==> config.mk <==
export PLATFORM = sky130hd
export DESIGN_NAME = supply_monitor_comparator_ctrl
export DESIGN_NICKNAME = d
export VERILOG_FILES = /design/src/supply_cmp_pkg.sv /design/src/supply_monitor_comparator_ctrl.sv
export SDC_FILE = /design/constraint.sdc
export NUM_CORES = 1
export LEC_CHECK = 0
export ABC_AREA = 1
export CAP_MARGIN = 20
export CORE_MARGIN = 2
export CORE_UTILIZATION = 45
export CTS_BUF_LIST = sky130_fd_sc_hd__clkbuf_4 sky130_fd_sc_hd__clkbuf_8
export CTS_CLUSTER_SIZE = 12
export DETAILED_ROUTE_END_ITERATION = 8
export DONT_BUFFER_PORTS = 1
export PLACE_DENSITY = 0.62
export SYNTH_ARGS = -nofsm -noshare
export SYNTH_HDL_FRONTEND = slang
export SYNTH_SLANG_ARGS = --single-unit
==> constraint.sdc <==
create_clock -name mclk -period 1.5 [get_ports mclk]
set_clock_uncertainty 0.15 [all_clocks]
set_input_delay 0.15 -clock mclk [delete_from_list [all_inputs] [get_ports mclk]]
set_output_delay 0.15 -clock mclk [all_outputs]
set_load 0.02 [all_outputs]
==> src/supply_cmp_pkg.sv <==
package supply_cmp_pkg;
    localparam logic [31:0] supply_monitor_ctrl_addr      = 32'hffff_0440;
    localparam logic [31:0] voltage_comparator_ctrl_addr  = 32'hffff_0444;
    localparam logic [15:0] supply_monitor_ctrl_reset     = 16'h0008;
    localparam logic [15:0] voltage_comparator_ctrl_reset = 16'h0000;
    // Supply monitor fields
    localparam int supply_low_flag_bit     = 0;
    localparam int supply_monitor_on_bit   = 1;
    localparam int trip_level_select_bit   = 2;
    localparam int supply_above_trip_bit   = 3;
    // Comparator fields
    localparam int fall_edge_flag_bit      = 0;
    localparam int rise_edge_flag_bit      = 1;
    localparam int hysteresis_on_bit       = 2;
    localparam int response_speed_lsb      = 3;
    localparam int result_polarity_bit     = 5;
    localparam int result_routing_lsb      = 6;
    localparam int negative_input_lsb      = 8;
    localparam int comparator_power_on_bit = 10;
    localparam logic [10:0] comparator_writable_mask = 11'h7fc;
    // Routing codes
    localparam logic [1:0] routing_pin = 2'h2;
    localparam logic [1:0] routing_irq = 2'h3;
endpackage

==> src/supply_monitor_comparator_ctrl.sv <==
`timescale 1ns/1ps
// Overview of operation
// - Supply-low flag sets when supply comparator output goes low.
// - No timeout on clearing supply-low flag after comparator returns high.
// - Bit 3 reads supply comparator directly; 1 above trip or off.
// - Bit 2 selects trip point: 0 low level, 1 high level.
// - Bit 1 powers supply monitor on or off.
// - Supply flag raises interrupt only when a core enable is set.
// - Comparator register is 16 bits; bits 15 to 11 reserved.
// - Bit 10 powers the voltage comparator on or off.
// - Bits 9:8 choose negative input; code 11 reserved.
// - Bits 7:6 route result: 10 to pin, 11 to interrupt.
// - Bit 5 inverts the comparator output sense.
// - Bit 2 turns comparator hysteresis on or off.
// - Rising-edge flag sets on each rise; write 1 clears it.
// - Falling-edge flag sets on each fall and stays until cleared.
// - Result serves interrupt, logic array, conversion trigger, or pin.
// - Positive input shares the second analog input channel multiplexer.
module supply_monitor_comparator_ctrl (
    input  wire logic        mclk,
    input  wire logic        rst_n,
    input  wire logic [31:0] bus_addr,
    input  wire logic [15:0] bus_wdata,
    input  wire logic        bus_write,
    input  wire logic        bus_read,
    output logic      [15:0] bus_rdata,
    input  wire logic        supply_cmp_raw,
    input  wire logic        voltage_cmp_raw,
    input  wire logic        normal_irq_enable,
    input  wire logic        fast_irq_enable,
    output logic             supply_monitor_on,
    output logic             trip_level_select,
    output logic             comparator_power_on,
    output logic      [1:0]  negative_input_select,
    output logic             result_polarity,
    output logic      [1:0]  response_speed,
    output logic             hysteresis_on,
    output logic             positive_in_to_comparator,
    output logic             comparator_result_pin,
    output logic             comparator_irq,
    output logic             comparator_result,
    output logic             supply_low_irq,
    output logic             supply_low_fiq
);

    ////////////////////////////////////////////////////////////////////////////
    logic        sup_meta_reg;
    logic        sup_sync_reg;
    logic        sup_prev_reg;
    logic        cmp_meta_reg;
    logic        cmp_sync_reg;
    logic        cmp_prev_reg;
    logic        supply_low_flag_reg;
    logic        rise_flag_reg;
    logic        fall_flag_reg;
    logic [10:2] cmp_cfg_reg;
    logic [2:1]  psm_cfg_reg;
    logic        wr_psm;
    logic        wr_cmp;
    logic        cmp_view;
    logic        sup_view;

    assign wr_psm = bus_write && (bus_addr == supply_cmp_pkg::supply_monitor_ctrl_addr);
    assign wr_cmp = bus_write && (bus_addr == supply_cmp_pkg::voltage_comparator_ctrl_addr);

    ////////////////////////////////////////////////////////////////////////////
    // Two-stage synchronisers
    always_ff @(posedge mclk or negedge rst_n) begin
        if (!rst_n) begin
            sup_meta_reg <= 1'b1;
            sup_sync_reg <= 1'b1;
            sup_prev_reg <= 1'b1;
            cmp_meta_reg <= 1'b0;
            cmp_sync_reg <= 1'b0;
            cmp_prev_reg <= 1'b0;
        end else begin
            sup_meta_reg <= supply_cmp_raw;
            sup_sync_reg <= sup_meta_reg;
            sup_prev_reg <= sup_view;
            cmp_meta_reg <= voltage_cmp_raw;
            cmp_sync_reg <= cmp_meta_reg;
            cmp_prev_reg <= cmp_view;
        end
    end

    // Powered-down monitor reads as above trip
    assign sup_view = sup_sync_reg | ~psm_cfg_reg[1];
    assign cmp_view = comparator_power_on & (cmp_sync_reg ^ cmp_cfg_reg[5]);

    ////////////////////////////////////////////////////////////////////////////
    // Trip level and monitor enable
    always_ff @(posedge mclk or negedge rst_n) begin
        if (!rst_n) begin
            psm_cfg_reg <= supply_cmp_pkg::supply_monitor_ctrl_reset[2:1];
        end else if (wr_psm) begin
            psm_cfg_reg <= bus_wdata[2:1];
        end
    end

    always_ff @(posedge mclk or negedge rst_n) begin
        if (!rst_n) begin
            cmp_cfg_reg <= supply_cmp_pkg::voltage_comparator_ctrl_reset[10:2];
        end else if (wr_cmp) begin
            cmp_cfg_reg <= bus_wdata[10:2];
        end
    end

    ////////////////////////////////////////////////////////////////////////////
    // Supply-low flag; set wins over clear
    always_ff @(posedge mclk or negedge rst_n) begin
        if (!rst_n) begin
            supply_low_flag_reg <= 1'b0;
        end else if (sup_prev_reg && !sup_view) begin
            supply_low_flag_reg <= 1'b1;
        end else if (wr_psm && bus_wdata[supply_cmp_pkg::supply_low_flag_bit] && sup_view) begin
            // Clear by write 1 only while comparator high, no delay
            supply_low_flag_reg <= 1'b0;
        end
    end

    always_ff @(posedge mclk or negedge rst_n) begin
        if (!rst_n) begin
            rise_flag_reg <= 1'b0;
        end else if (cmp_view && !cmp_prev_reg) begin
            rise_flag_reg <= 1'b1;
        end else if (wr_cmp && bus_wdata[supply_cmp_pkg::rise_edge_flag_bit]) begin
            rise_flag_reg <= 1'b0;
        end
    end

    always_ff @(posedge mclk or negedge rst_n) begin
        if (!rst_n) begin
            fall_flag_reg <= 1'b0;
        end else if (!cmp_view && cmp_prev_reg) begin
            fall_flag_reg <= 1'b1;
        end else if (wr_cmp && bus_wdata[supply_cmp_pkg::fall_edge_flag_bit]) begin
            fall_flag_reg <= 1'b0;
        end
    end

    ////////////////////////////////////////////////////////////////////////////
    // Registered outputs
    always_ff @(posedge mclk or negedge rst_n) begin
        if (!rst_n) begin
            supply_monitor_on         <= 1'b0;
            trip_level_select         <= 1'b0;
            comparator_power_on       <= 1'b0;
            negative_input_select     <= 2'h0;
            result_polarity           <= 1'b0;
            response_speed            <= 2'h0;
            hysteresis_on             <= 1'b0;
            positive_in_to_comparator <= 1'b0;
            comparator_result_pin     <= 1'b0;
            comparator_irq            <= 1'b0;
            comparator_result         <= 1'b0;
            supply_low_irq            <= 1'b0;
            supply_low_fiq            <= 1'b0;
        end else begin
            supply_monitor_on         <= psm_cfg_reg[1];
            trip_level_select         <= psm_cfg_reg[2];
            comparator_power_on       <= cmp_cfg_reg[10];
            // Reserved code 11 keeps the negative input at half supply
            negative_input_select     <= (cmp_cfg_reg[9:8] == 2'h3) ? 2'h0 : cmp_cfg_reg[9:8];
            result_polarity           <= cmp_cfg_reg[5];
            response_speed            <= cmp_cfg_reg[4:3];
            hysteresis_on             <= cmp_cfg_reg[2];
            // Share positive input with analog channel while powered
            positive_in_to_comparator <= cmp_cfg_reg[10];
            comparator_result_pin     <= (cmp_cfg_reg[7:6] == supply_cmp_pkg::routing_pin) & cmp_view;
            comparator_irq            <= (cmp_cfg_reg[7:6] == supply_cmp_pkg::routing_irq) &
                                         (rise_flag_reg | fall_flag_reg);
            // Result for logic array and conversion trigger
            comparator_result         <= cmp_view;
            // Gated onto normal and fast interrupts
            supply_low_irq            <= supply_low_flag_reg & normal_irq_enable;
            supply_low_fiq            <= supply_low_flag_reg & fast_irq_enable;
        end
    end

    ////////////////////////////////////////////////////////////////////////////
    // Read port, one cycle latency; unmapped reads return zero
    always_ff @(posedge mclk or negedge rst_n) begin
        if (!rst_n) begin
            bus_rdata <= 16'h0000;
        end else if (bus_read && bus_addr == supply_cmp_pkg::supply_monitor_ctrl_addr) begin
            bus_rdata <= {12'h000, sup_view, psm_cfg_reg, supply_low_flag_reg};
        end else if (bus_read && bus_addr == supply_cmp_pkg::voltage_comparator_ctrl_addr) begin
            bus_rdata <= {5'h00, cmp_cfg_reg, rise_flag_reg, fall_flag_reg};
        end else begin
            bus_rdata <= 16'h0000;
        end
    end

    ////////////////////////////////////////////////////////////////////////////
    // Assertions
    a_supply_flag_set: assert property (@(posedge mclk) disable iff (!rst_n)
        (sup_prev_reg && !sup_view) |=> supply_low_flag_reg)
        else $error("supply flag not set on fall");
    a_supply_flag_hold: assert property (@(posedge mclk) disable iff (!rst_n)
        (supply_low_flag_reg && !sup_view) |=> supply_low_flag_reg)
        else $error("supply flag cleared while low");
    a_supply_flag_clear: assert property (@(posedge mclk) disable iff (!rst_n)
        (wr_psm && bus_wdata[0] && sup_view && sup_prev_reg) |=> !supply_low_flag_reg)
        else $error("supply flag clear delayed");
    a_supply_read_bit: assert property (@(posedge mclk) disable iff (!rst_n)
        (bus_read && bus_addr == supply_cmp_pkg::supply_monitor_ctrl_addr) |=> bus_rdata[3] == $past(sup_view))
        else $error("status bit mismatch");
    a_monitor_off_high: assert property (@(posedge mclk) disable iff (!rst_n)
        !psm_cfg_reg[1] |-> sup_view)
        else $error("powered down monitor reads low");
    a_irq_gated: assert property (@(posedge mclk) disable iff (!rst_n)
        supply_low_irq |-> $past(normal_irq_enable) && $past(supply_low_flag_reg))
        else $error("irq without enable");
    a_cmp_reserved_zero: assert property (@(posedge mclk) disable iff (!rst_n)
        bus_rdata[15:11] == 5'h00)
        else $error("reserved bits nonzero");
    a_rise_flag_set: assert property (@(posedge mclk) disable iff (!rst_n)
        (cmp_view && !cmp_prev_reg) |=> rise_flag_reg)
        else $error("rise flag missed");
    a_fall_flag_set: assert property (@(posedge mclk) disable iff (!rst_n)
        (!cmp_view && cmp_prev_reg) |=> fall_flag_reg)
        else $error("fall flag missed");
    a_fall_flag_clear: assert property (@(posedge mclk) disable iff (!rst_n)
        (wr_cmp && bus_wdata[0] && !(!cmp_view && cmp_prev_reg)) |=> !fall_flag_reg)
        else $error("fall flag not cleared");
    a_pin_routing: assert property (@(posedge mclk) disable iff (!rst_n)
        comparator_result_pin |-> $past(cmp_cfg_reg[7:6]) == supply_cmp_pkg::routing_pin)
        else $error("pin driven without routing");
    a_rise_flag_clear: assert property (@(posedge mclk) disable iff (!rst_n)
        (wr_cmp && bus_wdata[supply_cmp_pkg::rise_edge_flag_bit] && !(cmp_view && !cmp_prev_reg)) |=> !rise_flag_reg)
        else $error("rise flag not cleared");
    a_rise_flag_keep: assert property (@(posedge mclk) disable iff (!rst_n)
        (rise_flag_reg && !(wr_cmp && bus_wdata[supply_cmp_pkg::rise_edge_flag_bit])) |=> rise_flag_reg)
        else $error("rise flag lost");
    a_fall_flag_keep: assert property (@(posedge mclk) disable iff (!rst_n)
        (fall_flag_reg && !(wr_cmp && bus_wdata[supply_cmp_pkg::fall_edge_flag_bit])) |=> fall_flag_reg)
        else $error("fall flag lost");
    a_supply_flag_keep: assert property (@(posedge mclk) disable iff (!rst_n)
        (supply_low_flag_reg && !(wr_psm && bus_wdata[supply_cmp_pkg::supply_low_flag_bit])) |=> supply_low_flag_reg)
        else $error("supply flag lost");
    a_off_no_flag: assert property (@(posedge mclk) disable iff (!rst_n)
        (!psm_cfg_reg[1] && !supply_low_flag_reg) |=> !supply_low_flag_reg)
        else $error("supply flag set while monitor off");
    a_trip_level_follow: assert property (@(posedge mclk) disable iff (!rst_n)
        wr_psm |=> ##1 trip_level_select == $past(bus_wdata[supply_cmp_pkg::trip_level_select_bit], 2))
        else $error("trip level not applied");
    a_monitor_on_follow: assert property (@(posedge mclk) disable iff (!rst_n)
        wr_psm |=> ##1 supply_monitor_on == $past(bus_wdata[supply_cmp_pkg::supply_monitor_on_bit], 2))
        else $error("monitor enable not applied");
    a_power_on_follow: assert property (@(posedge mclk) disable iff (!rst_n)
        wr_cmp |=> ##1 comparator_power_on == $past(bus_wdata[supply_cmp_pkg::comparator_power_on_bit], 2))
        else $error("comparator power not applied");
    a_hysteresis_follow: assert property (@(posedge mclk) disable iff (!rst_n)
        wr_cmp |=> ##1 hysteresis_on == $past(bus_wdata[supply_cmp_pkg::hysteresis_on_bit], 2))
        else $error("hysteresis not applied");
    a_polarity_follow: assert property (@(posedge mclk) disable iff (!rst_n)
        wr_cmp |=> ##1 result_polarity == $past(bus_wdata[supply_cmp_pkg::result_polarity_bit], 2))
        else $error("polarity not applied");
    a_neg_input_follow: assert property (@(posedge mclk) disable iff (!rst_n)
        (wr_cmp && bus_wdata[9:8] != 2'h3) |=> ##1 negative_input_select == $past(bus_wdata[9:8], 2))
        else $error("negative input not applied");
    a_neg_input_legal: assert property (@(posedge mclk) disable iff (!rst_n)
        negative_input_select != 2'h3)
        else $error("reserved negative input driven");
    a_irq_routing: assert property (@(posedge mclk) disable iff (!rst_n)
        comparator_irq |-> $past(cmp_cfg_reg[7:6]) == supply_cmp_pkg::routing_irq)
        else $error("irq without routing");
    a_fiq_gated: assert property (@(posedge mclk) disable iff (!rst_n)
        supply_low_fiq |-> $past(fast_irq_enable) && $past(supply_low_flag_reg))
        else $error("fast irq without enable");
    a_result_off_low: assert property (@(posedge mclk) disable iff (!rst_n)
        !$past(comparator_power_on) |-> !comparator_result)
        else $error("result high while comparator off");
    a_pos_in_follow: assert property (@(posedge mclk) disable iff (!rst_n)
        positive_in_to_comparator == comparator_power_on)
        else $error("positive input select mismatch");
    a_rdata_idle_zero: assert property (@(posedge mclk) disable iff (!rst_n)
        !$past(bus_read) |-> bus_rdata == 16'h0000)
        else $error("read data outside read cycle");
    a_supply_read_flag: assert property (@(posedge mclk) disable iff (!rst_n)
        (bus_read && bus_addr == supply_cmp_pkg::supply_monitor_ctrl_addr) |=>
            bus_rdata[0] == $past(supply_low_flag_reg))
        else $error("supply flag read mismatch");
    a_cmp_read_flags: assert property (@(posedge mclk) disable iff (!rst_n)
        (bus_read && bus_addr == supply_cmp_pkg::voltage_comparator_ctrl_addr) |=>
            bus_rdata[1] == $past(rise_flag_reg) && bus_rdata[0] == $past(fall_flag_reg))
        else $error("edge flags read mismatch");

    ////////////////////////////////////////////////////////////////////////////
    // Cover points
    c_supply_drop: cover property (@(posedge mclk) disable iff (!rst_n) sup_prev_reg && !sup_view);
    c_rise_clear: cover property (@(posedge mclk) disable iff (!rst_n) rise_flag_reg ##1 !rise_flag_reg);
    c_cmp_irq: cover property (@(posedge mclk) disable iff (!rst_n) comparator_irq);
    c_fall_clear: cover property (@(posedge mclk) disable iff (!rst_n) fall_flag_reg ##1 !fall_flag_reg);
    c_supply_clear: cover property (@(posedge mclk) disable iff (!rst_n) supply_low_flag_reg ##1 !supply_low_flag_reg);

endmodule

== Yosys cells after proc, flatten, opt, wreduce, memory -nomap -nowiden ==
Index checks and enable logic that the tools add are counted.

* Multiplexer cells: 9
* Reduce and logical (&&, ||, !) cells: 17
* Equal/unequal tests: 5
* Bitwise logic cells: 9

{| class="wikitable"
|+ Operators by type and width
! operator !! number
|-
| 32-bit == test, second input constant || 2
|-
| 16-bit 2-to-1 mux || 1
|-
| 1-bit logical AND || 11
|-
| 11-bit 2-to-1 mux || 1
|-
| 2-bit == test, second input constant || 3
|-
| 1-bit 2-to-1 mux || 6
|-
| 2-bit nonzero test || 3
|-
| 1-bit bitwise AND || 5
|-
| 1-bit zero test || 3
|-
| 2-bit 2-to-1 mux || 1
|-
| 1-bit OR || 2
|-
| 1-bit inverter || 1
|-
| 1-bit bitwise XOR || 1
|}

* Bits in registers: 49
* Input bits: 56

== Longest topological paths before layout ==
Gate-level depths: netlist of run 1.

* Word-level depth: 6
* Gate-level depth with buffers: 9
* Depth with buffers taken out: 9

== Worst setup path after synthesis of run 1 ==
No wires, ideal clock.

* Path type: in2reg
* Start: input bus_addr[12]
* End: register cmp_cfg_reg[10] in the netlist's numbering
* Required time: 1.233 ns
* Setup slack: 0.270 ns
* Cell stages on the path: 9
* Arrival: 0.963 ns
* Library setup time: 0.117 ns
* Cell sequence: inv_1 -> nand2_1 -> nor2_1 -> nand2_1 -> nor2_4 -> nand3_4 -> buf_6 -> nand2_2 -> o21ai_2

* Longest elaborated chain between the ends: 2

{| class="wikitable"
|+ Ends and longest elaborated chain
! what !! RTL line !! RTL
|-
| start: declaration || supply_monitor_comparator_ctrl.sv:22 || <nowiki>input wire logic [31:0] bus_addr,</nowiki>
|-
| 32-bit == test || supply_monitor_comparator_ctrl.sv:64 || <nowiki>assign wr_cmp = bus_write && (bus_addr == supply_cmp_pkg::voltage_comparator_ctrl_addr);</nowiki>
|-
| 1-bit logical AND || supply_monitor_comparator_ctrl.sv:64 ||
|-
| end signal: assignment || supply_monitor_comparator_ctrl.sv:102 || <nowiki>cmp_cfg_reg <= supply_cmp_pkg::voltage_comparator_ctrl_reset[10:2];</nowiki>
|-
| end signal: assignment || supply_monitor_comparator_ctrl.sv:104 || <nowiki>cmp_cfg_reg <= bus_wdata[10:2];</nowiki>
|-
| end: declaration || supply_monitor_comparator_ctrl.sv:56 || <nowiki>logic [10:2] cmp_cfg_reg;</nowiki>
|}

No other way between the ends.
A chain may end at the register's enable or synchronous reset.

== Worst setup path in the final report of run 1 ==
* Start: register cmp_cfg_reg[5] in the netlist's numbering
* End: register rise_flag_reg

* Longest elaborated chain between the ends: 4

{| class="wikitable"
|+ Ends and longest elaborated chain
! what !! RTL line !! RTL
|-
| 1-bit bitwise XOR * || supply_monitor_comparator_ctrl.sv:88 || <nowiki>assign cmp_view = comparator_power_on & (cmp_sync_reg ^ cmp_cfg_reg[5]);</nowiki>
|-
| 1-bit bitwise AND * || supply_monitor_comparator_ctrl.sv:88 ||
|-
| via cmp_view || supply_monitor_comparator_ctrl.sv:60 || <nowiki>logic cmp_view;</nowiki>
|-
| 1-bit logical AND * || supply_monitor_comparator_ctrl.sv:124 || <nowiki>end else if (cmp_view && !cmp_prev_reg) begin</nowiki>
|-
| 1-bit 2-to-1 mux / 2-bit nonzero test (equally long branches) || n/a ||
|-
| end signal: assignment || supply_monitor_comparator_ctrl.sv:123 || <nowiki>rise_flag_reg <= 1'b0;</nowiki>
|-
| end signal: assignment || supply_monitor_comparator_ctrl.sv:125 || <nowiki>rise_flag_reg <= 1'b1;</nowiki>
|-
| end signal: assignment || supply_monitor_comparator_ctrl.sv:127 || <nowiki>rise_flag_reg <= 1'b0;</nowiki>
|-
| end: declaration || supply_monitor_comparator_ctrl.sv:54 || <nowiki>logic rise_flag_reg;</nowiki>
|}

Mark *: on every way through the listed nets, which the timed path passes. The rest lies on a longest branch.

==> impl_summary.log, run 1 <==
INFO  metric insertedDiodeCount = 0
INFO  metric vdd_ir_drop_max = 0.467 mV
INFO  metric fin_tns_setup = 0 ps
INFO  metric final_layout_size_suffix_gt1_frac = 0.144
INFO  metric signal_arrival_time_at_the_worst_endpoint = 1370 ps
INFO  metric largest_reg_flops = 11
INFO  metric drtAntennaViolNets = 0
INFO  metric globalplace.congestion = 0.752
INFO  metric average_instance_area_after_synthesis = 9.26 sq um
INFO  metric wirelength = 3440 um
INFO  metric dp_hpwl = 2360 um
INFO  metric num_vias = 1297
INFO  metric drc_viols = 0
INFO  metric die_w = 67.8 um
INFO  metric cp.required = 1580 ps
INFO  metric power.density = 1030 nW/um^2
INFO  metric launching_element_type_of_the_critical_path = flop
INFO  metric postSynthRegisterBits = 44
INFO  metric utilization_after_layout = 0.549
INFO  metric clk_root_buffer_cell = sky130_fd_sc_hd__clkbuf_8
INFO  metric power.leakage = 1.12 nW
INFO  metric grt_pass1_wl = 5580 um
INFO  metric finalMaxSlewViolations = 0
INFO  metric warning_count_from_the_yosys_run = 0
INFO  metric start_util = 0.462
INFO  metric dr.pass1.iters = 4
INFO  metric num_io_pins = 87
INFO  metric design.final.nets = 277
INFO  metric total_power = 2.24 mW
INFO  metric wire_per_inst = 12.7 um
INFO  metric port_buffers = 0
INFO  metric critical_path_peak_fanout = 5
INFO  metric synth_seq_area_share = 0.602
INFO  metric rsz0062_at_grt = false
INFO  metric areaGrowthSynthToFinish = 19.0%
INFO  metric post_cts_hold_buffer_count = 19
INFO  metric grtUsageTotal = 0.166
INFO  metric drt_iter0_markers = 90
INFO  metric worst_hold_path.num_cells = 2
INFO  metric clock_path_buffers = 2
INFO  metric outcome = finished clean
INFO  metric setup_viol = 0
INFO  metric ctsResizeCount = 0
INFO  metric fin_cells = 272
INFO  metric layout.cells.most_common_list = 53 x sky130_fd_sc_hd__nand2_1, 41 x sky130_fd_sc_hd__dfrtp_1, 36 x sky130_fd_sc_hd__inv_1, 23 x sky130_fd_sc_hd__nor2_1, 18 x sky130_fd_sc_hd__dlygate4sd3_1
INFO  metric report.final.hold_viol_count = 0
INFO  metric fill_cells = 372
INFO  metric layout_commonest_cell = sky130_fd_sc_hd__nand2_1
INFO  metric hold_class = in2reg
INFO  metric maximum_frequency_from_static_timing_analysis = 0.774 GHz
INFO  metric die-height = 67.8 um
INFO  metric post_synth_num_cell_types = 21
INFO  metric place.detailed.instances = 245
INFO  metric via_count_of_the_first_global_routing_pass = 1273
INFO  metric worst_setup_path_end_kind = flop
INFO  metric reg2regPathDepth = 6
INFO  metric routed_via_density = 4.77
INFO  metric worst_skew_late_latency = 290 ps
INFO  metric number_of_h_tree_branching_levels = 2
INFO  metric globalRoute.totalOverflow = 0
INFO  metric antenna_found_initial = 0
INFO  metric timing.final.crit_share = 0.861
INFO  metric die-area = 4600 sq um
INFO  metric tritoncts.num_buffers = 5
INFO  metric timing_worst_setup_path_type = reg2reg
INFO  metric post_cts.repair.setup_buffers = 0
INFO  metric rows = 23
INFO  metric cts_tree = done
INFO  metric post_synth_inst_count = 198
INFO  metric coreArea = 3970 sq um
INFO  metric worst_hold_margin = 28.9 ps
INFO  metric grt_start_max_net_pins = 45
INFO  metric timing.max_cap.violations = 0
INFO  metric finalWorstPathRequiredPeriod = 1290 ps
INFO  metric tritoncts_num_sinks = 44
INFO  metric netlist_area = 1830 sq um
INFO  metric clk_slew_on_worst_s_h_paths = 80 ps
-- Yosys cell counts (all sizes together) --
cell	n	area [sq um]
a21o	1	7.51
buf	9	66.3
conb	1	3.75
dfrtp	41	1030
dfstp	3	78.8
inv	38	143
nand2	54	205
nand3	4	37.5
nand4	9	56.3
nor2	26	115
nor3	2	10.0
o21ai	9	78.8
or2	1	6.26
-- routing by layer --
layer | wire [um] | track usage
met1 | 1340 | 0.189
met2 | 1740 | 0.282
met3 | 303 | 0.0658
met4 | 65 | 0.0625
met5 | 0 | 0
-- area by class of cell --
type,count,area [sq um],share of cell area
Timing Repair Buffer,21,215,0.0986
Clock inverter,2,38.8,0.0178
Clock buffer,6,82.6,0.0378
Inverter,38,143,0.0654
Multi-Input combinational cell,111,536,0.245
Tap cell,50,62.6,0.0287
Sequential cell,44,1100,0.506
-- worst paths after layout --
check | start | to | slack, ps
max reg2reg | cmp_cfg_reg[5] | rise_flag_reg | 210
max | cmp_cfg_reg[5] | rise_flag_reg | 210
min reg2reg | cmp_meta_reg | cmp_sync_reg | 210
min in group asynchronous | rst_n | cmp_cfg_reg[8] | 190
max in group asynchronous | rst_n | sup_meta_reg | 740
min | bus_write | cmp_cfg_reg[8] | 30
-- cell families after synthesis --
group                  count (synthesis)  synth area share
DFF                                   44             0.602
and+or+nand+nor                       96             0.235
AOI/OAI and AO/OA                     10            0.0471
other                                  1           0.00204
buffers and inverters                 47             0.114
-- where the power goes --
| part | leakage [nW] | switching [mW] | total (mW) | internal (mW) |
|---|---|---|---|---|
| sequential | 0.590 | 0.00199 | 1.19 | 1.19 |
| clock | 0.0614 | 0.387 | 0.932 | 0.544 |
| combinational | 0.469 | 0.0644 | 0.114 | 0.0492 |
| total | 1.12 | 0.454 | 2.24 | 1.79 |
-- worst max-delay path: stages (launching register included) --
cell                      delay, ps
sky130_fd_sc_hd__dfrtp_1        430
sky130_fd_sc_hd__nand2_1         80
sky130_fd_sc_hd__nand2_1         40
sky130_fd_sc_hd__nor2_1         120
sky130_fd_sc_hd__inv_1           80
sky130_fd_sc_hd__or2_2          270
sky130_fd_sc_hd__nand2_1         60
-- stage by stage --
step / worst slack, ps / instance area, sq um
CTS: 192 / 2180
global placement: 122 / 1860
finish: 208 / 2180
detailed placement: 98.8 / 1860
global route: 94.8 / 2180
floorplan: 270 / 1850
No activity file was read; power rests on OpenSTA's default activity.
==> inputs of run 2 (changes only) <==
Settings changed: RECOVER_POWER set to 100.
==> run 2 against run 1 <==
Effect of this change:
- sequential cell count did not move
- design area fell by 2.6%
- worst setup slack got worse by 69 ps
- critical path type is now in2reg
- critical endpoint is now bus_rdata[2]
==> impl_summary.log, run 2 (synthesis results as in run 1) <==
INFO  metric outcome = finished clean (unchanged)
INFO  metric tritoncts_num_sinks = 44 (unchanged)
INFO  metric worst_skew_late_latency = 290 ps (about the same)
INFO  metric critical-path-top-delay-family = buffers and inverters (was simple AND/OR/NAND/NOR gates)
INFO  metric globalplace.congestion = 0.752 (unchanged)
INFO  metric layout.cells.most_common_list = 53 x sky130_fd_sc_hd__nand2_1, 41 x sky130_fd_sc_hd__dfrtp_1, 37 x sky130_fd_sc_hd__inv_1, 24 x sky130_fd_sc_hd__nor2_1, 18 x sky130_fd_sc_hd__dlygate4sd3_1 (was 53 x sky130_fd_sc_hd__nand2_1, 41 x sky130_fd_sc_hd__dfrtp_1, 36 x sky130_fd_sc_hd__inv_1, 23 x sky130_fd_sc_hd__nor2_1, 18 x sky130_fd_sc_hd__dlygate4sd3_1)
INFO  metric power.leakage = 1.10 nW (was 1.12 nW)
INFO  metric clk_slew_on_worst_s_h_paths = 80 ps (about the same)
INFO  metric num_io_pins = 87 (unchanged)
INFO  metric clock_path_buffers = 2 (unchanged)
INFO  metric finalWorstPathRequiredPeriod = 1360 ps (was 1290 ps)
INFO  metric crit_chain = dlygate4sd3_1 > nand3_1 > inv_1 > nand2_1 > nand2_1 (was nand2_1 > nand2_1 > nor2_1 > inv_1 > or2_2 > nand2_1)
INFO  metric signal_arrival_time_at_the_worst_endpoint = 1440 ps (was 1370 ps)
INFO  metric maximum_frequency_from_static_timing_analysis = 0.735 GHz (was 0.774 GHz)
INFO  metric die-height = 67.8 um (unchanged)
INFO  metric worst-slew-pin-transition = 577 ps
INFO  metric largest_reg_flops = 11 (unchanged)
INFO  metric finalMaxSlewViolations = 0 (unchanged)
INFO  metric wire_per_inst = 12.7 um (about the same)
INFO  metric drt_iter0_markers = 93 (was 90)
INFO  metric wirelength = 3450 um (was 3440 um)
INFO  metric rows = 23 (unchanged)
INFO  metric cts_tree = done (unchanged)
INFO  metric placed_instance_area = 1860 sq um (unchanged)
INFO  metric drtAntennaViolNets = 0 (unchanged)
INFO  metric timing_worst_setup_path_type = in2reg (was reg2reg)
INFO  metric multiInputGateArea = 494 sq um (was 536 sq um)
INFO  metric ctsResizeCount = 0 (unchanged)
INFO  metric groute.layer.met1.usage = 0.189 (unchanged)
INFO  metric fill_cells = 386 (was 372)
INFO  metric die_w = 67.8 um (unchanged)
INFO  metric insertedDiodeCount = 0 (unchanged)
INFO  metric critical-path-slowest-cell = sky130_fd_sc_hd__dlygate4sd3_1 (was sky130_fd_sc_hd__dfrtp_1)
INFO  metric timing.critical_path.buf_inv = 2 (was 1)
INFO  metric timing.critical_path.mode_cell = sky130_fd_sc_hd__nand2_1 (unchanged)
INFO  metric power.density = 1050 nW/um^2 (was 1030 nW/um^2)
INFO  metric worst-r2r-setup-slack = 200 ps (was 210 ps)
INFO  metric grt_util_met2 = 0.282 (unchanged)
INFO  metric launching_element_type_of_the_critical_path = primary input (was flop)
INFO  metric number_of_h_tree_branching_levels = 2 (unchanged)
INFO  metric rsz0062_at_grt = false (unchanged)
INFO  metric final_layout_size_suffix_gt1_frac = 0.0946 (was 0.144)
INFO  metric post_cts_hold_buffer_count = 19 (unchanged)
INFO  metric areaGrowthSynthToFinish = 15.8% (was 19.0%)
INFO  metric port_buffers = 0 (unchanged)
INFO  metric clk_root_buffer_cell = sky130_fd_sc_hd__clkbuf_8 (unchanged)
INFO  metric met3_track_usage_gr = 0.0658 (unchanged)
INFO  metric design.final.nets = 277 (unchanged)
INFO  metric grtUsageTotal = 0.166 (unchanged)
INFO  metric grt_pass1_wl = 5580 um (unchanged)
INFO  metric dp_hpwl = 2360 um (unchanged)
INFO  metric cp.required = 1580 ps (about the same)
INFO  metric worst_hold_margin = 72.4 ps (was 28.9 ps)
INFO  metric grt-busiest-layer = met2 (unchanged)
INFO  metric drc_viols = 0 (unchanged)
INFO  metric vdd_ir_drop_max = 0.467 mV (about the same)
INFO  metric timing.final.crit_share = 0.908 (was 0.861)
INFO  metric num_vias = 1292 (was 1297)
INFO  metric coreArea = 3970 sq um (unchanged)
INFO  metric fin_tns_setup = 0 ps (unchanged)
INFO  metric dr.pass1.iters = 4 (unchanged)
INFO  metric report.final.hold_viol_count = 0 (unchanged)
INFO  metric slew-limit-headroom = 0.615
INFO  metric setup_viol = 0 (unchanged)
INFO  metric routed_via_density = 4.75 (was 4.77)
INFO  metric worst_setup_path_end_kind = flop (unchanged)
INFO  metric via_count_of_the_first_global_routing_pass = 1273 (unchanged)
INFO  metric hold_class = in2reg (unchanged)
INFO  metric cp_slowest_stage_delay = 620 ps (was 430 ps)
INFO  metric globalRoute.totalOverflow = 0 (unchanged)
INFO  metric post_cts.repair.setup_buffers = 0 (unchanged)
INFO  metric layout_commonest_cell = sky130_fd_sc_hd__nand2_1 (unchanged)
INFO  metric timing.max_cap.violations = 0 (unchanged)
INFO  metric grt_start_max_net_pins = 45 (unchanged)
INFO  metric register_area = 1100 sq um (unchanged)
INFO  metric critical_path_peak_fanout = 8 (was 5)
INFO  metric post-route-cell-area = 2120 sq um (was 2180 sq um)
INFO  metric utilization_after_layout = 0.535 (was 0.549)
INFO  metric start_util = 0.462 (unchanged)
INFO  metric die-area = 4600 sq um (unchanged)
INFO  metric antenna_found_initial = 0 (unchanged)
INFO  metric tritoncts.num_buffers = 5 (unchanged)
## run 2: through the flow
step	cells	total power [mW]	setup slack, ps
after floorplan	202	1.27	270
after global placement	245	1.26	122
after detailed placement	245	1.26	98.8
after CTS	272	2.27	192
after global routing	272	2.32	57.1
final	272	2.23	139
## run 2: power breakdown
part           switching, mW  internal, mW
logic                 0.0610        0.0452
registers            0.00200          1.19
clock network          0.387         0.544
## run 2: worst paths after layout
check                               start         endpoint  depth (start not counted)
min                             bus_write  cmp_cfg_reg[10]                          2
max in group asynchronous           rst_n     sup_meta_reg                          2
max reg2reg                cmp_cfg_reg[5]    rise_flag_reg                          6
min in group asynchronous           rst_n  result_polarity                          2
min reg2reg                  cmp_meta_reg     cmp_sync_reg                          0
max                              bus_read     bus_rdata[2]                          5
## run 2: per-layer routing
| layer | vias up | part of all wire |
|---|---|---|
| li1 | 623 | - |
| met1 | 610 | 0.39 |
| met2 | 53 | 0.51 |
| met3 | 6 | 0.087 |
| met4 | 0 | 0.019 |
| met5 | - | 0 |
## run 2: worst register-to-register path: cells and delay by family (launching register included)
family | cells | cell delay [ps]
buffers and inverters | 1 | 90
AND/OR/NAND/NOR | 5 | 570
flip-flops | 1 | 430
## run 2: final cells by class
cell class	instances	area share
clock inverters	2	0.0183
inverters	38	0.0671
flip-flops and latches	44	0.520
repair buffers	21	0.0936
multi-input cells	111	0.233
well taps	50	0.0294
clock buffers	6	0.0389
==> inputs of run 3 (changes only) <==
Settings changed: ABC_AREA 1 to not set, PLACE_DENSITY 0.62 to 0.68.
==> run 3 against run 2 <==
Effect of this change:
- sequential cell count did not move
- synthesized cell count down 38%
- first-iteration DRC count fell by 12%
- count of clock-buffer cells in the layout is the same
- worst setup slack worse by 61 ps
- maximum frequency is 4.3% lower
==> impl_summary.log, run 3 <==
INFO  metric warning_count_from_the_yosys_run = 0 (unchanged)
INFO  metric layout.cells.most_common_list = 41 x sky130_fd_sc_hd__dfrtp_1, 18 x sky130_fd_sc_hd__dlygate4sd3_1, 15 x sky130_fd_sc_hd__nor2_1, 11 x sky130_fd_sc_hd__inv_1, 7 x sky130_fd_sc_hd__mux2_1 (was 53 x sky130_fd_sc_hd__nand2_1, 41 x sky130_fd_sc_hd__dfrtp_1, 37 x sky130_fd_sc_hd__inv_1, 24 x sky130_fd_sc_hd__nor2_1, 18 x sky130_fd_sc_hd__dlygate4sd3_1)
INFO  metric fin_tns_setup = 0 ps (unchanged)
INFO  metric finalMaxSlewViolations = 0 (unchanged)
INFO  metric tritoncts_num_sinks = 44 (unchanged)
INFO  metric dp_hpwl = 2270 um (was 2360 um)
INFO  metric report.final.hold_viol_count = 0 (unchanged)
INFO  metric cts_tree = done (unchanged)
INFO  metric via_count_of_the_first_global_routing_pass = 1090 (was 1273)
INFO  metric postSynthRegisterBits = 44 (unchanged)
INFO  metric placed_instance_area = 1760 sq um (was 1860 sq um)
INFO  metric port_buffers = 0 (unchanged)
INFO  metric average_instance_area_after_synthesis = 13.8 sq um (was 9.26 sq um)
INFO  metric die-area = 4250 sq um (was 4600 sq um)
INFO  metric wirelength = 3190 um (was 3450 um)
INFO  metric timing.final.crit_share = 0.948 (was 0.908)
INFO  metric worst_hold_margin = 18.7 ps (was 72.4 ps)
INFO  metric fin_ws = 77.3 ps (was 139 ps)
INFO  metric vdd_ir_drop_max = 0.346 mV (was 0.467 mV)
INFO  metric outcome = finished clean (unchanged)
INFO  metric insertedDiodeCount = 0 (unchanged)
INFO  metric grtUsageTotal = 0.164 (was 0.166)
INFO  metric launching_element_type_of_the_critical_path = primary input (unchanged)
INFO  metric ys_top_cells_by_count = 41 x sky130_fd_sc_hd__dfrtp_1, 15 x sky130_fd_sc_hd__nor2_1, 11 x sky130_fd_sc_hd__inv_1 (was 53 x sky130_fd_sc_hd__nand2_1, 41 x sky130_fd_sc_hd__dfrtp_1, 36 x sky130_fd_sc_hd__inv_1)
INFO  metric globalRoute.totalOverflow = 0 (unchanged)
INFO  metric worst-slew-pin-transition = 909 ps (was 577 ps)
INFO  metric areaGrowthSynthToFinish = 18.5% (was 15.8%)
INFO  metric rows = 22 (was 23)
INFO  metric routed_via_density = 5.08 (was 4.75)
INFO  metric grt_start_max_net_pins = 45 (unchanged)
INFO  metric worst_setup_path_end_kind = flop (unchanged)
INFO  metric share_of_synthesized_registers_carrying_an_async_set_or_reset = 1.00 (unchanged)
INFO  metric die_w = 65.2 um (was 67.8 um)
INFO  metric post-route-cell-area = 2000 sq um (was 2120 sq um)
INFO  metric synth.largest_area_cell = sky130_fd_sc_hd__dfrtp_1 (unchanged)
INFO  metric netlist_area = 1690 sq um (was 1830 sq um)
INFO  metric number_of_h_tree_branching_levels = 2 (unchanged)
INFO  metric cp_slowest_stage_delay = 710 ps (was 620 ps)
INFO  metric slew-limit-headroom = 0.394 (was 0.615)
INFO  metric antenna_found_initial = 0 (unchanged)
INFO  metric num_io_pins = 87 (unchanged)
INFO  metric finalWorstPathRequiredPeriod = 1420 ps (was 1360 ps)
INFO  metric critical-path-slowest-cell = sky130_fd_sc_hd__dlygate4sd3_1 (unchanged)
INFO  metric synthDominantCellAreaShare = 0.609 (was 0.559)
INFO  metric power.density = 1100 nW/um^2 (was 1050 nW/um^2)
INFO  metric die-height = 65.2 um (was 67.8 um)
INFO  metric wire_per_inst = 16.1 um (was 12.7 um)
INFO  metric ctsResizeCount = 0 (unchanged)
INFO  metric clock_path_buffers = 2 (unchanged)
INFO  metric globalplace.congestion = 0.701 (was 0.752)
INFO  metric post_synth_num_cell_types = 31 (was 21)
INFO  metric clk_slew_on_worst_s_h_paths = 80 ps (about the same)
INFO  metric cp.required = 1530 ps (was 1580 ps)
INFO  metric top_area_cells_in_the_synthesized_netlist = sky130_fd_sc_hd__dfrtp_1 61%, sky130_fd_sc_hd__mux2_4 7.1%, sky130_fd_sc_hd__dfstp_2 4.7%, sky130_fd_sc_hd__nor2_1 3.3%, sky130_fd_sc_hd__buf_4 2.7% (was sky130_fd_sc_hd__dfrtp_1 56%, sky130_fd_sc_hd__nand2_1 11%, sky130_fd_sc_hd__inv_1 7.4%, sky130_fd_sc_hd__nor2_1 4.7%, sky130_fd_sc_hd__dfstp_2 4.3%)
INFO  metric post_synth_inst_count = 122 (was 198)
INFO  metric hold_class = in2reg (unchanged)
INFO  metric worst_skew_late_latency = 290 ps (about the same)
INFO  metric largest_reg_flops = 11 (unchanged)
INFO  metric synth_most_common_cell = sky130_fd_sc_hd__dfrtp_1 (was sky130_fd_sc_hd__nand2_1)
INFO  metric place_worst_setup_slack = -112 ps (was 98.8 ps)
INFO  metric clk_root_buffer_cell = sky130_fd_sc_hd__clkbuf_8 (unchanged)
INFO  metric fill_cells = 325 (was 386)
INFO  metric place.detailed.instances = 171 (was 245)
INFO  metric start_util = 0.464 (was 0.462)
INFO  metric setup_viol = 0 (unchanged)
INFO  metric coreArea = 3630 sq um (was 3970 sq um)
INFO  metric tritoncts.num_buffers = 5 (unchanged)
INFO  metric fin_cells = 198 (was 272)
INFO  metric signal_arrival_time_at_the_worst_endpoint = 1450 ps (was 1440 ps)
INFO  metric dr.pass1.iters = 4 (unchanged)
INFO  metric layout_commonest_cell = sky130_fd_sc_hd__dfrtp_1 (was sky130_fd_sc_hd__nand2_1)
INFO  metric drc_viols = 0 (unchanged)
INFO  metric synth_seq_area_share = 0.656 (was 0.602)
INFO  metric final_layout_size_suffix_gt1_frac = 0.160 (was 0.0946)
INFO  metric timing.max_cap.violations = 0 (unchanged)
INFO  metric crit_chain = dlygate4sd3_1 > inv_1 > nand4_1 > mux2_2 (was dlygate4sd3_1 > nand3_1 > inv_1 > nand2_1 > nand2_1)
INFO  metric drt_iter0_markers = 82 (was 93)
INFO  metric design.final.nets = 205 (was 277)
INFO  metric rsz0062_at_grt = false (unchanged)
INFO  metric power.leakage = 0.969 nW (was 1.10 nW)
INFO  metric critical_path_peak_fanout = 6 (was 8)
INFO  metric ys.flop_type = sky130_fd_sc_hd__dfrtp_1 (unchanged)
INFO  metric synth_edf_count = 0 (unchanged)
INFO  metric timing_worst_setup_path_type = in2reg (unchanged)
INFO  metric grt_pass1_wl = 5220 um (was 5580 um)
INFO  metric drtAntennaViolNets = 0 (unchanged)
INFO  metric num_vias = 1005 (was 1292)
INFO  metric maximum_frequency_from_static_timing_analysis = 0.703 GHz (was 0.735 GHz)
[run 3: cell types whose count changed after synthesis, moves of 3 or more]
cell                      previous run  this run
sky130_fd_sc_hd__o21ai_2             9         0
sky130_fd_sc_hd__mux2_2              0         3
sky130_fd_sc_hd__mux2i_1             0         3
sky130_fd_sc_hd__mux2_4              0         8
sky130_fd_sc_hd__nor2_1             23        15
sky130_fd_sc_hd__inv_1              36        11
sky130_fd_sc_hd__nand4_1             9         4
sky130_fd_sc_hd__nand2_1            53         1
[run 3: through the flow]
stage               power (mW)  utilization
floorplan                 1.28            -
global placement          1.27        0.483
detailed placement        1.27        0.483
CTS                       2.22        0.569
global route              2.27        0.550
finish                    2.19        0.550
[run 3: kinds of logic after synthesis]
logic type | after synthesis | synth area share
DFF | 44 | 0.656
and+or+nand+nor | 37 | 0.141
buffers and inverters | 19 | 0.0609
muxes | 14 | 0.109
AOI/OAI and AO/OA | 6 | 0.0260
xor gates and xnor gates | 1 | 0.00520
other | 1 | 0.00223
[run 3: routing by layer]
metal	GRT usage	share of wire	vias up
met2	0.282	0.57	40
met5	0	0	-
met3	0.0582	0.066	0
met1	0.183	0.36	510
met4	0.0703	0	0
li1	-	-	455
[run 3: worst max-delay path, delay by kind of cell]
family,cells,cell delay [ps]
buffers and inverters,2,810
multiplexers,1,350
AND/OR/NAND/NOR,1,140
[run 3: area by class of cell]
cell class                      count  area [sq um]  share of cell area
Clock inverter                      2          35.0              0.0175
Multi-Input combinational cell     63           467               0.234
Inverter                           11          41.3              0.0207
Sequential cell                    44          1100               0.553
Tap cell                           48          60.1              0.0301
Clock buffer                        6          76.3              0.0382
Timing Repair Buffer               24           213               0.107
[run 3: path summary, 6_finish.rpt]
| path | from | endpoint | slack (ps) | cells after the start |
|---|---|---|---|---|
| setup / recovery | bus_addr[2] | psm_cfg_reg[1] | 80 | 4 |
| hold / removal | bus_write | supply_low_flag_reg | 20 | 2 |
| setup reg to reg | cmp_cfg_reg[5] | fall_flag_reg | 140 | 3 |
| hold reg to reg | sup_meta_reg | sup_sync_reg | 210 | 0 |
| max in group asynchronous | rst_n | supply_low_irq | 250 | 2 |
| min in group asynchronous | rst_n | comparator_irq | 390 | 2 |
[run 3: power by group]
group | switching (mW) | internal (mW) | total, mW
sequential | 0.00956 | 1.20 | 1.21
clock | 0.365 | 0.512 | 0.877
combinational | 0.0519 | 0.0499 | 0.102
[run 3: repair_timing]
item,4_1_cts,5_1_grt
setup buffers,0,0
hold buffers,19,0
hold endpoints to repair,66,0
setup endpoints to repair,0,0
